===== config.mk =====
export PLATFORM = sky130hd
export DESIGN_NAME = nts_spi_port
export DESIGN_NICKNAME = d
export VERILOG_FILES = /design/src/include/nts_pkg.sv /design/src/rtl/nts_spi_port.sv
export SDC_FILE = /design/constraint.sdc
export NUM_CORES = 1
export LEC_CHECK = 0
export BUFFER_PORTS_ARGS = -buffer_cell sky130_fd_sc_hd__buf_2
export CAP_MARGIN = 20
export CORE_MARGIN = 2
export CORE_UTILIZATION = 50
export DETAILED_ROUTE_END_ITERATION = 6
export GPL_ROUTABILITY_DRIVEN = 0
export HOLD_SLACK_MARGIN = 0.05
export PLACE_DENSITY = 0.71
export SLEW_MARGIN = 20
export SYNTH_ARGS = -nofsm -noshare
export SYNTH_HDL_FRONTEND = slang
export SYNTH_SLANG_ARGS = --single-unit

===== constraint.sdc =====
create_clock -name clk_sys -period 6.5 [get_ports clk_sys]
set_clock_uncertainty 0.2 [all_clocks]
set_input_delay 0.65 -clock clk_sys [delete_from_list [all_inputs] [get_ports clk_sys]]
set_output_delay 0.65 -clock clk_sys [all_outputs]
set_load 0.03 [all_outputs]

===== src/include/nts_pkg.sv =====
// Package with constants for the NFC tag SPI host port
package nts_pkg;
   // ----------------------------------------------------------------
   // Operation codes (top three bits of the first byte; direct command uses the top two)
   // ----------------------------------------------------------------
   localparam logic [2:0] OP_REG_WR  = 3'h0;
   localparam logic [2:0] OP_REG_RD  = 3'h1;
   localparam logic [2:0] OP_EE_WR   = 3'h2;
   localparam logic [2:0] OP_EE_RD   = 3'h3;
   localparam logic [2:0] OP_BUF_LD  = 3'h4;
   localparam logic [2:0] OP_BUF_RD  = 3'h5;
   localparam logic [1:0] OP_CMD     = 2'h3;
   // ----------------------------------------------------------------
   // Field layout and sizes
   // ----------------------------------------------------------------
   localparam int         BYTE_W     = 8;
   localparam int         REG_AW     = 5;
   localparam int         BLK_AW     = 7;
   localparam int         BUF_AW     = 5;
   localparam logic [5:0] BUF_DEPTH  = 6'h20;
   localparam logic [2:0] EE_BYTES   = 3'h4;
   localparam int         ARBIT_BIT  = 3;
   localparam logic [7:0] ARG_ACCEPT = 8'h01;
   localparam logic [7:0] ARG_REJECT = 8'h02;
   localparam logic [2:0] BIT_LAST   = 3'h7;
   localparam int         FIFO_DEPTH = 8;
   localparam logic [3:0] ERR_NONE   = 4'h0;
endpackage : nts_pkg


===== src/rtl/nts_spi_port.sv =====
// SPI slave host port of a dynamic NFC tag, with its write FIFO
// Functional notes
// - First byte's top three bits select operation; register modes carry 5-bit address.
// - Slave-select high holds serial logic in reset, dropping partial transactions.
// - Serial output is high impedance except while shifting read data.
// - Serial input is sampled on falling clock edge, MSB first.
// - Register write: start address, then data bytes to incrementing addresses.
// - Each register data byte commits on the falling edge of its eighth bit.
// - A write byte cut short by slave-select rising is not stored.
// - Writes to missing or read-only registers are dropped silently.
// - Register read: address then data bytes out, address auto-increments.
// - Read bits launch on rising edge; master captures on falling edge.
// - Reads of missing registers return zero.
// - Priority bit 3 set gives RF precedence over host on the EEPROM.
// - Under RF priority, RF activity aborts host EEPROM write and flags access error.
// - Block address byte holds seven address bits; bit 0 ignored.
// - EEPROM programming starts only when slave-select rises.
// - EEPROM read streams 4-byte blocks, block address incrementing each block.
// - Reads of missing EEPROM blocks return zero.
// - Code 100b loads transmit buffer, up to 32 bytes.
// - Code 101b reads bytes from the receive buffer.
// - A buffer read byte cut short by slave-select still counts consumed.
// - Direct command: 11b plus six-bit code, then an argument byte returned.
// - Argument byte is 01h when accepted, 02h when rejected by priority.
`timescale 1ns/1ns

// --------------------------------------------------------------------
// Synchronous FIFO of flip-flops
// --------------------------------------------------------------------
module nts_fifo #(
   parameter int WIDTH = 13,
   parameter int DEPTH = 8
) (
   input  wire logic             clk_sys, // System clock
   input  wire logic             rst,     // Synchronous reset
   input  wire logic [WIDTH-1:0] in_data, // Write data
   input  wire logic             in_valid,// Write request
   output logic                  in_ready,// Space available
   output logic      [WIDTH-1:0] out_data,// Head data
   output logic                  out_valid,// Head valid
   input  wire logic             out_ready // Drain accepts
);
   localparam int AW = $clog2(DEPTH);
   logic [WIDTH-1:0] mem_q [DEPTH];
   logic [AW-1:0]    wr_q, rd_q;
   logic [AW:0]      cnt_q;
   wire              push = in_valid && in_ready;
   wire              pop  = out_valid && out_ready;

   // Flags from the occupancy count
   assign in_ready  = (cnt_q < (AW+1)'(DEPTH));
   assign out_valid = (cnt_q != '0);
   assign out_data  = mem_q[rd_q];

   // Pointer and count update
   always_ff @(posedge clk_sys) begin
      if (rst) begin
         wr_q  <= '0;
         rd_q  <= '0;
         cnt_q <= '0;
      end else begin
         if (push) wr_q <= wr_q + 1'b1;
         if (pop) rd_q <= rd_q + 1'b1;
         cnt_q <= cnt_q + (AW+1)'(push) - (AW+1)'(pop);
      end
   end

   // Storage write
   always_ff @(posedge clk_sys) begin
      if (push) mem_q[wr_q] <= in_data;
   end
endmodule : nts_fifo

// --------------------------------------------------------------------
// Port top level
// --------------------------------------------------------------------
module nts_spi_port (
   input  wire logic                         clk_sys,       // 20 MHz system clock
   input  wire logic                         rst,           // Synchronous reset
   input  wire logic                         ss_n,          // Slave select pin
   input  wire logic                         sclk,          // Serial clock pin
   input  wire logic                         mosi,          // Serial data in pin
   output logic                              miso_o,        // Serial data out
   output logic                              miso_oe,       // Serial out enable
   input  wire logic [7:0]                   chip_config_byte0, // Config, bit 3 RF priority
   input  wire logic                         rf_ee_req,     // RF side needs EEPROM
   output logic                              reg_wr,        // Register write pulse
   output logic [nts_pkg::REG_AW-1:0]        reg_addr,      // Register address
   output logic [7:0]                        reg_wdata,     // Register write data
   input  wire logic [7:0]                   reg_rdata,     // Register read data
   input  wire logic                         reg_exists,    // Address implemented
   input  wire logic                         reg_writable,  // Address writable
   output logic                              buf_ld_valid,  // Tx buffer byte valid
   output logic [7:0]                        buf_ld_data,   // Tx buffer byte
   input  wire logic                         buf_ld_ready,  // Tx buffer accepts
   output logic                              buf_rd_pop,    // Rx buffer byte consumed
   input  wire logic [7:0]                   buf_rd_data,   // Rx buffer head byte
   output logic                              ee_rd_req,     // EEPROM block fetch
   output logic [nts_pkg::BLK_AW-1:0]        ee_addr,       // EEPROM block address
   input  wire logic [31:0]                  ee_rdata,      // EEPROM block data
   input  wire logic                         ee_blk_exists, // Block implemented
   output logic                              ee_prog,       // Start programming pulse
   output logic [31:0]                       ee_wdata,      // Block program data
   input  wire logic                         ee_busy,       // Programming in progress
   output logic                              ee_abort,      // Abort programming pulse
   output logic                              acc_err_irq,   // Access error event pulse
   output logic                              cmd_valid,     // Direct command pulse
   output logic [5:0]                        cmd_code,      // Direct command code
   output logic                              fifo_ovf       // Write dropped, FIFO full
);
   import nts_pkg::*;

   // -----------------------------------------------------------------
   // Pin synchronisers and edge detection
   // -----------------------------------------------------------------
   logic [1:0] ss_s_q, sck_s_q, mosi_s_q;
   logic       sck_d1_q;

   // Two flops per pin before use
   always_ff @(posedge clk_sys) begin
      if (rst) begin
         ss_s_q   <= 2'h3;
         sck_s_q  <= 2'h0;
         mosi_s_q <= 2'h0;
         sck_d1_q <= 1'b0;
      end else begin
         ss_s_q   <= {ss_s_q[0], ss_n};
         sck_s_q  <= {sck_s_q[0], sclk};
         mosi_s_q <= {mosi_s_q[0], mosi};
         sck_d1_q <= sck_s_q[1];
      end
   end

   wire ss_hi   = ss_s_q[1];
   wire sck_fall = sck_d1_q && !sck_s_q[1];
   wire sck_rise = !sck_d1_q && sck_s_q[1];
   wire din     = mosi_s_q[1];

   // -----------------------------------------------------------------
   // Transaction state
   // -----------------------------------------------------------------
   typedef enum logic [2:0] {NTS_IDLE, NTS_OP, NTS_ADDR, NTS_DATA, NTS_SKIP} nts_state_e;
   nts_state_e  st_q;
   logic [2:0]  bit_q;
   logic [7:0]  sh_q;
   logic [7:0]  op_q;
   logic [4:0]  raddr_q;
   logic [6:0]  baddr_q;
   logic [2:0]  bcnt_q;
   logic [5:0]  lcnt_q;
   logic [31:0] ewd_q;
   logic        ee_full_q;
   logic [7:0]  tx_q;
   logic        oe_q;
   logic        ss_d_q;
   logic        rd_pend_q;

   wire [2:0] mode     = op_q[7:5];
   wire       is_cmd   = (op_q[7:6] == OP_CMD);
   wire       byte_end = sck_fall && (bit_q == BIT_LAST);
   wire [7:0] rx_byte  = {sh_q[6:0], din};
   wire       ss_rise  = ss_hi && !ss_d_q;
   wire       rf_pri   = chip_config_byte0[ARBIT_BIT];
   wire       out_mode = (mode == OP_REG_RD) || (mode == OP_EE_RD) ||
                         (mode == OP_BUF_RD) || is_cmd;

   // Next outgoing byte by mode
   wire [7:0] reg_byte = reg_exists ? reg_rdata : 8'h00;
   wire [31:0] ee_blk  = ee_blk_exists ? ee_rdata : 32'h0000_0000;
   wire [7:0] ee_byte  = ee_blk[31 - 8*bcnt_q[1:0] -: 8];
   wire       cmd_rej  = rf_pri && rf_ee_req;
   wire [7:0] arg_byte = cmd_rej ? ARG_REJECT : ARG_ACCEPT;
   wire [7:0] nxt_byte = (mode == OP_REG_RD) ? reg_byte :
                         (mode == OP_EE_RD)  ? ee_byte  :
                         (mode == OP_BUF_RD) ? buf_rd_data :
                         is_cmd              ? arg_byte : 8'h00;

   // -----------------------------------------------------------------
   // Serial engine
   // -----------------------------------------------------------------
   always_ff @(posedge clk_sys) begin
      if (rst || ss_hi) begin
         st_q      <= NTS_IDLE;
         bit_q     <= 3'h0;
         sh_q      <= 8'h00;
         oe_q      <= 1'b0;
         tx_q      <= 8'h00;
         bcnt_q    <= 3'h0;
         lcnt_q    <= 6'h00;
         rd_pend_q <= 1'b0;
         if (rst) begin
            op_q      <= 8'h00;
            raddr_q   <= 5'h00;
            baddr_q   <= 7'h00;
            ewd_q     <= 32'h0000_0000;
            ee_full_q <= 1'b0;
         end else if (ss_rise) begin
            ee_full_q <= 1'b0;
         end
      end else begin
         if (st_q == NTS_IDLE) begin
            st_q      <= NTS_OP;
            ee_full_q <= 1'b0;
         end
         if (sck_fall) begin
            bit_q <= bit_q + 3'h1;
            sh_q  <= rx_byte;
         end
         // First rise of a byte shows the preloaded MSB, later rises shift
         if (sck_rise && oe_q && bit_q != 3'h0) tx_q <= {tx_q[6:0], 1'b0};
         if (byte_end) begin
            case (st_q)
               NTS_OP: begin
                  op_q    <= rx_byte;
                  raddr_q <= rx_byte[4:0];
                  if (rx_byte[7:5] == OP_EE_WR || rx_byte[7:5] == OP_EE_RD)
                     st_q <= NTS_ADDR;
                  else
                     st_q <= NTS_DATA;
                  if (rx_byte[7:5] == OP_REG_RD || rx_byte[7:5] == OP_BUF_RD ||
                      rx_byte[7:6] == OP_CMD)
                     rd_pend_q <= 1'b1;
               end
               NTS_ADDR: begin
                  baddr_q <= rx_byte[7:1];
                  st_q    <= NTS_DATA;
                  if (mode == OP_EE_RD) rd_pend_q <= 1'b1;
               end
               NTS_DATA: begin
                  if (mode == OP_REG_WR) raddr_q <= raddr_q + 5'h01;
                  if (mode == OP_EE_WR) begin
                     if (!ee_full_q) begin
                        ewd_q  <= {ewd_q[23:0], rx_byte};
                        bcnt_q <= bcnt_q + 3'h1;
                        if (bcnt_q == EE_BYTES - 3'h1) ee_full_q <= 1'b1;
                     end
                  end
                  if (mode == OP_BUF_LD && lcnt_q != BUF_DEPTH)
                     lcnt_q <= lcnt_q + 6'h01;
                  if (out_mode && !is_cmd) rd_pend_q <= 1'b1;
                  if (is_cmd) st_q <= NTS_SKIP;
               end
               NTS_SKIP: st_q <= NTS_SKIP;
               default: st_q <= NTS_IDLE;
            endcase
         end
         // Load next read byte once the address is known
         if (rd_pend_q && !byte_end) begin
            rd_pend_q <= 1'b0;
            oe_q      <= (st_q != NTS_SKIP);
            tx_q      <= nxt_byte;
            if (mode == OP_REG_RD && st_q == NTS_DATA && bit_q == 3'h0 && oe_q)
               raddr_q <= raddr_q;
            if (mode == OP_EE_RD) begin
               bcnt_q <= (bcnt_q == EE_BYTES - 3'h1) ? 3'h0 : bcnt_q + 3'h1;
               if (bcnt_q == EE_BYTES - 3'h1) baddr_q <= baddr_q + 7'h01;
            end
         end
         if (byte_end && st_q == NTS_DATA && mode == OP_REG_RD)
            raddr_q <= raddr_q + 5'h01;
      end
   end

   // Tracks slave select for its rising edge
   always_ff @(posedge clk_sys) begin
      if (rst) ss_d_q <= 1'b1;
      else     ss_d_q <= ss_hi;
   end

   // Serial output drives only during read shifting
   assign miso_o  = tx_q[7];
   assign miso_oe = oe_q && !ss_hi;

   // -----------------------------------------------------------------
   // Write FIFO: register and buffer bytes {kind, addr, data}
   // -----------------------------------------------------------------
   logic [13:0] f_in, f_out;
   logic        f_in_valid, f_in_ready, f_out_valid, f_out_ready;
   wire         data_byte = byte_end && st_q == NTS_DATA;
   wire         wr_reg    = data_byte && mode == OP_REG_WR;
   wire         wr_buf    = data_byte && mode == OP_BUF_LD && lcnt_q != BUF_DEPTH;
   assign f_in_valid = wr_reg || wr_buf;
   assign f_in       = {wr_buf, raddr_q, rx_byte};
   wire   f_is_buf   = f_out[13];
   assign f_out_ready = f_is_buf ? buf_ld_ready : 1'b1;
   assign fifo_ovf   = f_in_valid && !f_in_ready;

   nts_fifo #(.WIDTH(14), .DEPTH(FIFO_DEPTH)) u_fifo (
      .clk_sys  (clk_sys),
      .rst      (rst),
      .in_data  (f_in),
      .in_valid (f_in_valid),
      .in_ready (f_in_ready),
      .out_data (f_out),
      .out_valid(f_out_valid),
      .out_ready(f_out_ready)
   );

   // FIFO drain to registers and transmit buffer
   assign reg_wr       = f_out_valid && !f_is_buf && reg_exists && reg_writable;
   assign reg_addr     = (f_out_valid && !f_is_buf) ? f_out[12:8] : raddr_q;
   assign reg_wdata    = f_out[7:0];
   assign buf_ld_valid = f_out_valid && f_is_buf;
   assign buf_ld_data  = f_out[7:0];

   // -----------------------------------------------------------------
   // Buffer read consumption, EEPROM and command strobes
   // -----------------------------------------------------------------
   wire rd_started = (mode == OP_BUF_RD) && st_q == NTS_DATA && oe_q;
   assign buf_rd_pop = rd_started && (byte_end ||
                       (ss_rise && bit_q != 3'h0));

   logic ee_arm_q;
   // Remember a complete EEPROM write until slave select rises
   always_ff @(posedge clk_sys) begin
      if (rst) ee_arm_q <= 1'b0;
      else if (ss_rise) ee_arm_q <= 1'b0;
      else if (mode == OP_EE_WR && ee_full_q && !ss_hi) ee_arm_q <= 1'b1;
   end

   assign ee_prog  = ss_rise && ee_arm_q;
   assign ee_wdata = ewd_q;
   assign ee_addr  = baddr_q;
   assign ee_rd_req = rd_pend_q && mode == OP_EE_RD && bcnt_q == 3'h0;
   assign ee_abort = ee_busy && rf_pri && rf_ee_req;
   assign acc_err_irq = ee_abort;
   assign cmd_valid = byte_end && st_q == NTS_OP && rx_byte[7:6] == OP_CMD;
   assign cmd_code  = rx_byte[5:0];
endmodule : nts_spi_port


==> impl_metrics.sql, run 1 <==
INSERT INTO impl_metrics (metric_group, metric, value, unit) VALUES
('synth', 'synth_edf_count', '160', ''),
('power_and_ir_drop', 'power.share.combinational', '0.153', ''),
('cts', 'cts.sinks', '214', ''),
('power_and_ir_drop', 'leakagePower', '4.19', 'nW'),
('power_and_ir_drop', 'power_report.internal_total', '2.53', 'mW'),
('power_and_ir_drop', 'ir_worst_vdd', '0.142', 'mV'),
('timing', 'setup_total_negative_slack', '0', 'ns'),
('synth', 'ys.flop_type', 'sky130_fd_sc_hd__edfxtp_1', ''),
('routing', 'wl', '20800', 'um'),
('synth', 'synth_most_common_cell', 'sky130_fd_sc_hd__edfxtp_1', ''),
('finish', 'final_layout_size_suffix_gt1_frac', '0.312', ''),
('timing', 'min_period_over_period', '0.567', ''),
('floorplanning', 'placementRows', '50', ''),
('synth', 'synth_area_per_cell', '13.9', 'um2'),
('synth', 'ys_top_cells_by_area', 'sky130_fd_sc_hd__edfxtp_1 50%, sky130_fd_sc_hd__dfxtp_1 11%, sky130_fd_sc_hd__mux4_2 7.2%', ''),
('finish', 'num-nets-final', '900', ''),
('synth', 'yosysWarningCount', '0', ''),
('finish', 'antenna_cells_inserted', '0', ''),
('global_routing', 'global_route.usage.total', '0.203', ''),
('cts', 'cts_tree', 'yes', ''),
('routing', 'detail_route.vias_per_cell', '5.72', ''),
('floorplanning', 'fp.dieArea', '20400', 'um2'),
('finish', 'final.fill_count', '1447', ''),
('cts', 'clkTransAtPathRegs', '0.06', 'ns'),
('cts', 'cts_made_buffers', '22', ''),
('cts', 'ctsResizeCount', '0', ''),
('cts', 'cts_setup_buffers', '0', ''),
('finish', 'area_growth', '16.1', '%'),
('global_routing', 'grt_first_pass_wirelength', '32300', 'um'),
('job', 'max_cap_viol_count', '0', ''),
('routing', 'avgRoutedWirePerCell', '19.1', 'um'),
('power_and_ir_drop', 'power_per_cell_area', '301', 'nW/um2'),
('power_and_ir_drop', 'power_switching_share', '0.249', ''),
('routing', 'detail_route.drc_violations', '0', ''),
('synth', 'syn_area', '9640', 'um2'),
('floorplanning', 'top_level_ports', '144', ''),
('routing', 'firstDrtPassIters', '5', ''),
('floorplanning', 'chipHeight', '143', 'um'),
('cts', 'clock_latency', '0.49', 'ns'),
('synth', 'postSynthCellCount', '695', ''),
('cts', 'clk_path_buf_depth', '3', ''),
('synth', 'synthTopCellsByCount', '160 x sky130_fd_sc_hd__edfxtp_1, 54 x sky130_fd_sc_hd__dfxtp_1, 37 x sky130_fd_sc_hd__nor2_1, 35 x sky130_fd_sc_hd__nand2_1, 33 x sky130_fd_sc_hd__a21oi_1', ''),
('timing', 'period_needed', '3.69', 'ns'),
('timing', 'rsz0062_at_grt', 'no', ''),
('global_routing', 'pin_count_of_the_biggest_net_entering_global_routing', '41', ''),
('routing', 'remaining_antenna_violation_count_after_routing', '0', ''),
('floorplanning', 'core_region_area', '18800', 'um2'),
('worst_setup_path', 'worst_path_class_setup', 'register to output port', ''),
('worst_setup_path', 'critical_path.max_fanout', '17', ''),
('routing', 'drt_first_iter_violations', '422', ''),
('routing', 'vias', '6221', ''),
('min_path', 'path_type_of_the_worst_min_delay_path', 'input port to register', ''),
('timing', 'hold_violations', '0', ''),
('synth', 'synthDistinctLibCells', '72', ''),
('floorplanning', 'floorplan.initialDensity', '0.512', ''),
('synth', 'synth.yosys.seq_area_share', '0.611', ''),
('synth', 'synth-seq-cells', '214', ''),
('status', 'outcome', 'complete, no violations', ''),
('cts', 'holdBufCountCts', '0', ''),
('global_routing', 'overflow', '0', ''),
('worst_setup_path', 'end_kind', 'output port', ''),
('cts', 'htree_num_levels', '1', ''),
('global_routing', 'initial_antenna_violation_count', '0', ''),
('worst_setup_path', 'cp_data_required_time', '5.65', 'ns'),
('global_routing', 'first_global_vias', '6307', ''),
('timing', 'worst_slew_margin_rel', '0.407', ''),
('synth', 'netlist.area_leader.share', '0.499', ''),
('synth', 'synthArstFlopShare', '0', ''),
('worst_setup_path', 'critical_path.startpoint_type', 'register', ''),
('placement', 'io_buffer_count', '136', ''),
('power_and_ir_drop', 'power_frac_seq', '0.467', '');
## cell families after synthesis
group / Yosys count / share of synthesized area
buffers and inverters: 80 / 0.0437
XOR/XNOR: 11 / 0.0100
adder cells (fa/ha/maj): 19 / 0.0254
multiplexers: 68 / 0.118
flip-flops: 214 / 0.611
AO/OA/AOI/OAI: 100 / 0.0687
AND/OR/NAND/NOR: 203 / 0.123
## power groups by stage
| stage | combinational (mW) | sequential, mW | clock [mW] |
|---|---|---|---|
| floorplan | 0.458 | 1.56 | 0 |
| global placement | 0.508 | 1.60 | 0 |
| detailed placement | 0.523 | 1.60 | 0 |
| CTS | 0.525 | 1.57 | 1.30 |
| global route | 0.558 | 1.58 | 1.35 |
| finish | 0.516 | 1.57 | 1.28 |
## layout make-up
class	instances	area, um2	area share
clock buffer	30	622	0.0556
timing repair buffer	147	763	0.0682
inverter	28	105	0.00939
clock inverter	8	113	0.0101
sequential	214	5890	0.526
multi-input combinational	401	3370	0.301
tap	260	325	0.0291
## sequential cells by signal, summed over array words and instances, names as in the netlist, 4 cells and up, named ones only
signal        count
lcnt_q            6
u_fifo.mem_q    112
ee_addr           7
tx_q              8
ee_wdata         32
raddr_q           5
sh_q              7
u_fifo.cnt_q      4
## worst max-delay path, stage by stage, from the launching register on
cell,delay (ns)
sky130_fd_sc_hd__dfxtp_1,0.90
sky130_fd_sc_hd__nand3_1,0.23
sky130_fd_sc_hd__and3_1,0.25
sky130_fd_sc_hd__nor2_2,0.36
sky130_fd_sc_hd__mux2_2,0.41
sky130_fd_sc_hd__buf_2,0.18
## worst paths after layout
path / startpoint / end / slack, ns / cells after the start
worst min-delay path: ss_n / ss_s_q[0]$_SDFF_PP1_ / 0.14 / 2
worst max register to register: register / u_fifo.cnt_q[2]$_SDFF_PP0_ / 3.48 / 9
worst min register to register: ss_s_q[0]$_SDFF_PP1_ / ss_s_q[1]$_SDFF_PP1_ / 0.22 / 1
worst max-delay path: register / reg_addr[0] / 2.81 / 5
## per-stage QoR
step	util	cell area, um2	setup WS, ns	power (mW)	std cells
after global routing	0.594	11200	2.66	3.49	1088
after detailed placement	0.555	10500	3.00	2.13	1050
after global placement	0.555	10500	3.04	2.11	1050
after floorplan	-	9640	3.04	2.02	695
final	0.594	11200	2.81	3.37	1088
after CTS	0.594	11200	2.46	3.40	1088
## layer usage
metal / vias to the layer above / GRT usage / wire length (um)
met5: - / 0 / 0
met4: 0 / 0.0631 / 365
met3: 33 / 0.0372 / 1400
met2: 257 / 0.359 / 10800
met1: 3084 / 0.253 / 8270
li1: 2847 / - / -
## placed cells by master, fill, tap and decap left out, drive strengths merged, types with 6 or more instances in the layout
| cell | count |
|---|---|
| nand3 | 16 |
| xor2 | 6 |
| a221o | 7 |
| edfxtp | 160 |
| a31oi | 9 |
| o21ai | 18 |
| mux2i | 15 |
| nor3 | 6 |
| dfxtp | 54 |
| and2 | 32 |
| clkinv | 7 |
| a21oi | 34 |
| mux4 | 34 |
| ha | 18 |
| and3 | 11 |
| a211oi | 7 |
| nor2b | 16 |
| nor2 | 40 |
| buf | 147 |
| inv | 26 |
| mux2 | 19 |
| nand4 | 8 |
| nand2 | 35 |
| clkbuf | 30 |
Power figures use the tool's default switching activity.
==> run 2: changes to the inputs <==
Settings changed: ABC_AREA set to 1.
Clock period 6.5 ns to 3.7 ns, I/O delays scaled along.
==> impl_metrics.sql, run 2 <==
INSERT INTO impl_metrics (metric_group, metric, value, unit) VALUES
('floorplanning', 'die_w', '144', 'um'),
('synth', 'synth_edf_count', '160', ''),
('worst_setup_path', 'critical-path-top-delay-family', 'simple AND/OR/NAND/NOR gates', ''),
('cts', 'clkTransAtPathRegs', '0.06', 'ns'),
('synth', 'netlist.area_leader.share', '0.488', ''),
('synth', 'postSynthCellCount', '1043', ''),
('floorplanning', 'top_level_ports', '144', ''),
('cts', 'holdBufCountCts', '6', ''),
('worst_setup_path', 'cp_data_required_time', '3.13', 'ns'),
('routing', 'detail_route.vias_per_cell', '5.16', ''),
('power_and_ir_drop', 'pwr-share-clk', '0.342', ''),
('finish', 'largest_register', 'u_fifo.mem_q', ''),
('global_routing', 'first_global_vias', '7150', ''),
('global_routing', 'grt_first_pass_wirelength', '35100', 'um'),
('cts', 'cts_tree', 'yes', ''),
('synth', 'synth_area_per_cell', '9.45', 'um2'),
('floorplanning', 'chipHeight', '144', 'um'),
('global_routing', 'grtUsageMet2', '0.373', ''),
('cts', 'cts.root.buffer_cell', 'sky130_fd_sc_hd__clkbuf_16', ''),
('synth', 'mappedNetlistNets', '1129', ''),
('timing', 'min_period_over_period', '0.851', ''),
('synth', 'synthDistinctLibCells', '37', ''),
('worst_setup_path', 'timing.critical_path.buf_inv', '2', ''),
('power_and_ir_drop', 'power_frac_seq', '0.400', ''),
('cts', 'clk_path_buf_depth', '3', ''),
('cts', 'htree_num_levels', '1', ''),
('timing', 'achievable_freq', '318', 'MHz'),
('routing', 'firstDrtPassIters', '5', ''),
('cts', 'clock_latency', '0.49', 'ns'),
('timing', 'setup_total_negative_slack', '0', 'ns'),
('worst_setup_path', 'crit_path_cell_trace', 'buf_4, nand2_1, nand2_1, nand2_1, nand3_1, nand2_1, nand2_1, nor2_1, a21oi_1, buf_2', ''),
('synth', 'yosysWarningCount', '0', ''),
('synth', 'ys_top_cells_by_area', 'sky130_fd_sc_hd__edfxtp_1 49%, sky130_fd_sc_hd__dfxtp_1 11%, sky130_fd_sc_hd__nor2_1 7.1%', ''),
('min_path', 'path_type_of_the_worst_min_delay_path', 'input port to register', ''),
('timing', 'period_needed', '3.15', 'ns'),
('synth', 'synth-seq-cells', '214', ''),
('worst_setup_path', 'crit_top_cell', 'sky130_fd_sc_hd__nand2_1', ''),
('finish', 'final_layout_size_suffix_gt1_frac', '0.183', ''),
('global_routing', 'overflow', '0', ''),
('finish', 'largest_register_ff_count', '112', ''),
('power_and_ir_drop', 'leakagePower', '4.82', 'nW'),
('worst_setup_path', 'worst_ep_arrival_time', '2.58', 'ns'),
('worst_setup_path', 'worst_path_class_setup', 'register to output port', ''),
('placement', 'dp_hpwl', '14600', 'um'),
('routing', 'wl', '22300', 'um'),
('power_and_ir_drop', 'switchingPower', '2.17', 'mW'),
('floorplanning', 'core_region_area', '19400', 'um2'),
('finish', 'final_cell_mix', '185 x sky130_fd_sc_hd__nor2_1, 164 x sky130_fd_sc_hd__nand2_1, 160 x sky130_fd_sc_hd__edfxtp_1', ''),
('power_and_ir_drop', 'design_power_total', '6.69', 'mW'),
('timing', 'slew_violations', '0', ''),
('worst_setup_path', 'critical_path.max_fanout', '56', ''),
('global_routing', 'global_route.usage.total', '0.213', ''),
('synth', 'synth.yosys.seq_area_share', '0.597', ''),
('cts', 'cts.sinks', '214', ''),
('worst_setup_path', 'delay_of_the_slowest_cell_on_the_worst_path', '0.44', 'ns'),
('floorplanning', 'fp.dieArea', '20800', 'um2'),
('global_routing', 'pin_count_of_the_biggest_net_entering_global_routing', '57', ''),
('finish', 'antenna_cells_inserted', '0', ''),
('worst_setup_path', 'crit_path_top_delay_cell', 'sky130_fd_sc_hd__buf_4', ''),
('placement', 'io_buffer_count', '136', ''),
('synth', 'ys.flop_type', 'sky130_fd_sc_hd__edfxtp_1', ''),
('routing', 'avgRoutedWirePerCell', '15.3', 'um'),
('power_and_ir_drop', 'power_switching_share', '0.325', ''),
('floorplanning', 'floorplan.initialDensity', '0.508', ''),
('finish', 'area_growth', '17.4', '%'),
('power_and_ir_drop', 'power_report.internal_total', '4.52', 'mW'),
('power_and_ir_drop', 'power.share.combinational', '0.258', ''),
('synth', 'syn_area', '9850', 'um2'),
('timing', 'tightestPinTransition', '0.657', 'ns'),
('power_and_ir_drop', 'power_per_cell_area', '578', 'nW/um2'),
('cts', 'cts_made_buffers', '23', ''),
('floorplanning', 'placementRows', '51', ''),
('synth', 'synth_most_common_cell', 'sky130_fd_sc_hd__nor2_1', ''),
('finish', 'final_design_area_no_fill', '11600', 'um2'),
('power_and_ir_drop', 'ir_worst_vdd', '0.256', 'mV'),
('timing', 'setup_violations', '0', ''),
('global_routing', 'initial_antenna_violation_count', '0', ''),
('job', 'max_cap_viol_count', '0', ''),
('global_routing', 'gr-max-usage-layer', 'met2', ''),
('synth', 'synthTopCellsByCount', '186 x sky130_fd_sc_hd__nor2_1, 164 x sky130_fd_sc_hd__nand2_1, 160 x sky130_fd_sc_hd__edfxtp_1, 118 x sky130_fd_sc_hd__o21ai_0, 106 x sky130_fd_sc_hd__inv_1', ''),
('routing', 'drt_first_iter_violations', '450', ''),
('finish', 'mostFrequentLayoutCell', 'sky130_fd_sc_hd__nor2_1', ''),
('routing', 'remaining_antenna_violation_count_after_routing', '0', ''),
('cts', 'ctsResizeCount', '0', ''),
('finish', 'num-nets-final', '1263', ''),
('global_routing', 'grt_use_met1', '0.269', ''),
('timing', 'worst_slew_margin_rel', '0.560', ''),
('timing', 'hold_violations', '0', ''),
('placement', 'postPlaceCellArea', '10700', 'um2'),
('min_path', 'hold_start', 'buf_rd_data[5]', ''),
('synth', 'synth.largest_area_cell', 'sky130_fd_sc_hd__edfxtp_1', ''),
('cts', 'cts_setup_buffers', '0', ''),
('status', 'outcome', 'complete, no violations', ''),
('routing', 'detail_route.drc_violations', '0', ''),
('synth', 'synthArstFlopShare', '0', ''),
('worst_setup_path', 'critical_path.startpoint_type', 'register', ''),
('worst_setup_path', 'end_kind', 'output port', ''),
('routing', 'vias', '7520', ''),
('global_routing', 'grt_use_met3', '0.0295', ''),
('timing', 'rsz0062_at_grt', 'no', '');
## run 2: cell count changes after synthesis, moves of 28 or more
cell                      change
sky130_fd_sc_hd__and2_1      -31
sky130_fd_sc_hd__inv_1       +80
sky130_fd_sc_hd__mux4_2      -31
sky130_fd_sc_hd__nand2_1    +129
sky130_fd_sc_hd__nand3_1     +28
sky130_fd_sc_hd__nor2_1     +149
sky130_fd_sc_hd__o21ai_0    +100
## run 2: area by class of cell
cell class / count / area [um2]
timing repair buffer: 161 / 883
fill: 1699 / 7830
tap: 265 / 332
sequential: 214 / 5890
clock buffer: 28 / 604
inverter: 109 / 409
multi-input combinational: 668 / 3300
clock inverter: 13 / 161
## run 2: kinds of logic (layout without fill, tap and decap cells)
kind of cell    after synthesis  after routing  synth area share
compound gates              212            212             0.114
xor+xnor                     11             11           0.00978
fa+ha+maj                    19             19            0.0249
buf+inv                     161            311            0.0687
flops                       214            214             0.597
simple gates                426            426             0.185
## run 2: path summary, 6_finish.rpt
kind | endpoint | slack, ns | cells past startpoint
worst min register to register | mosi_s_q[1]$_SDFF_PP0_ | 0.20 | 2
worst min-delay path | tx_q[5]$_SDFFE_PP0P_ | 0.07 | 5
worst max register to register | u_fifo.cnt_q[2]$_SDFF_PP0_ | 0.84 | 14
worst max-delay path | reg_addr[0] | 0.55 | 10
## run 2: routing by layer
metal  up-vias  share of wire
met2       218           0.49
li1       3763              -
met3        49          0.055
met1      3490           0.42
met5         -              0
met4         0          0.029
## run 2: worst min-delay path: cells and delay by family
| family | cells | cell delay (ns) |
|---|---|---|
| buf+inv | 1 | 0.10 |
| compound gates | 1 | 0.05 |
| simple gates | 3 | 0.20 |
## run 2: power by group through the flow
stage	clock network [mW]	logic, mW	registers (mW)
2_1_floorplan	0	1.31	2.75
3_3_place_gp	0	1.70	2.73
3_5_place_dp	0	1.73	2.73
4_1_cts	2.33	1.74	2.68
5_1_grt	2.42	1.92	2.69
6_report	2.29	1.73	2.68
## run 2: stage by stage
stage	util	hold slack (ns)	std cells	worst slack, ns
after global placement	0.554	0.195	1411	0.880
after global routing	0.597	0.108	1458	0.279
after floorplan	-	0.188	1043	0.601
after CTS	0.597	0.0532	1458	0.507
final	0.597	0.0660	1458	0.551
after detailed placement	0.554	0.197	1411	0.839
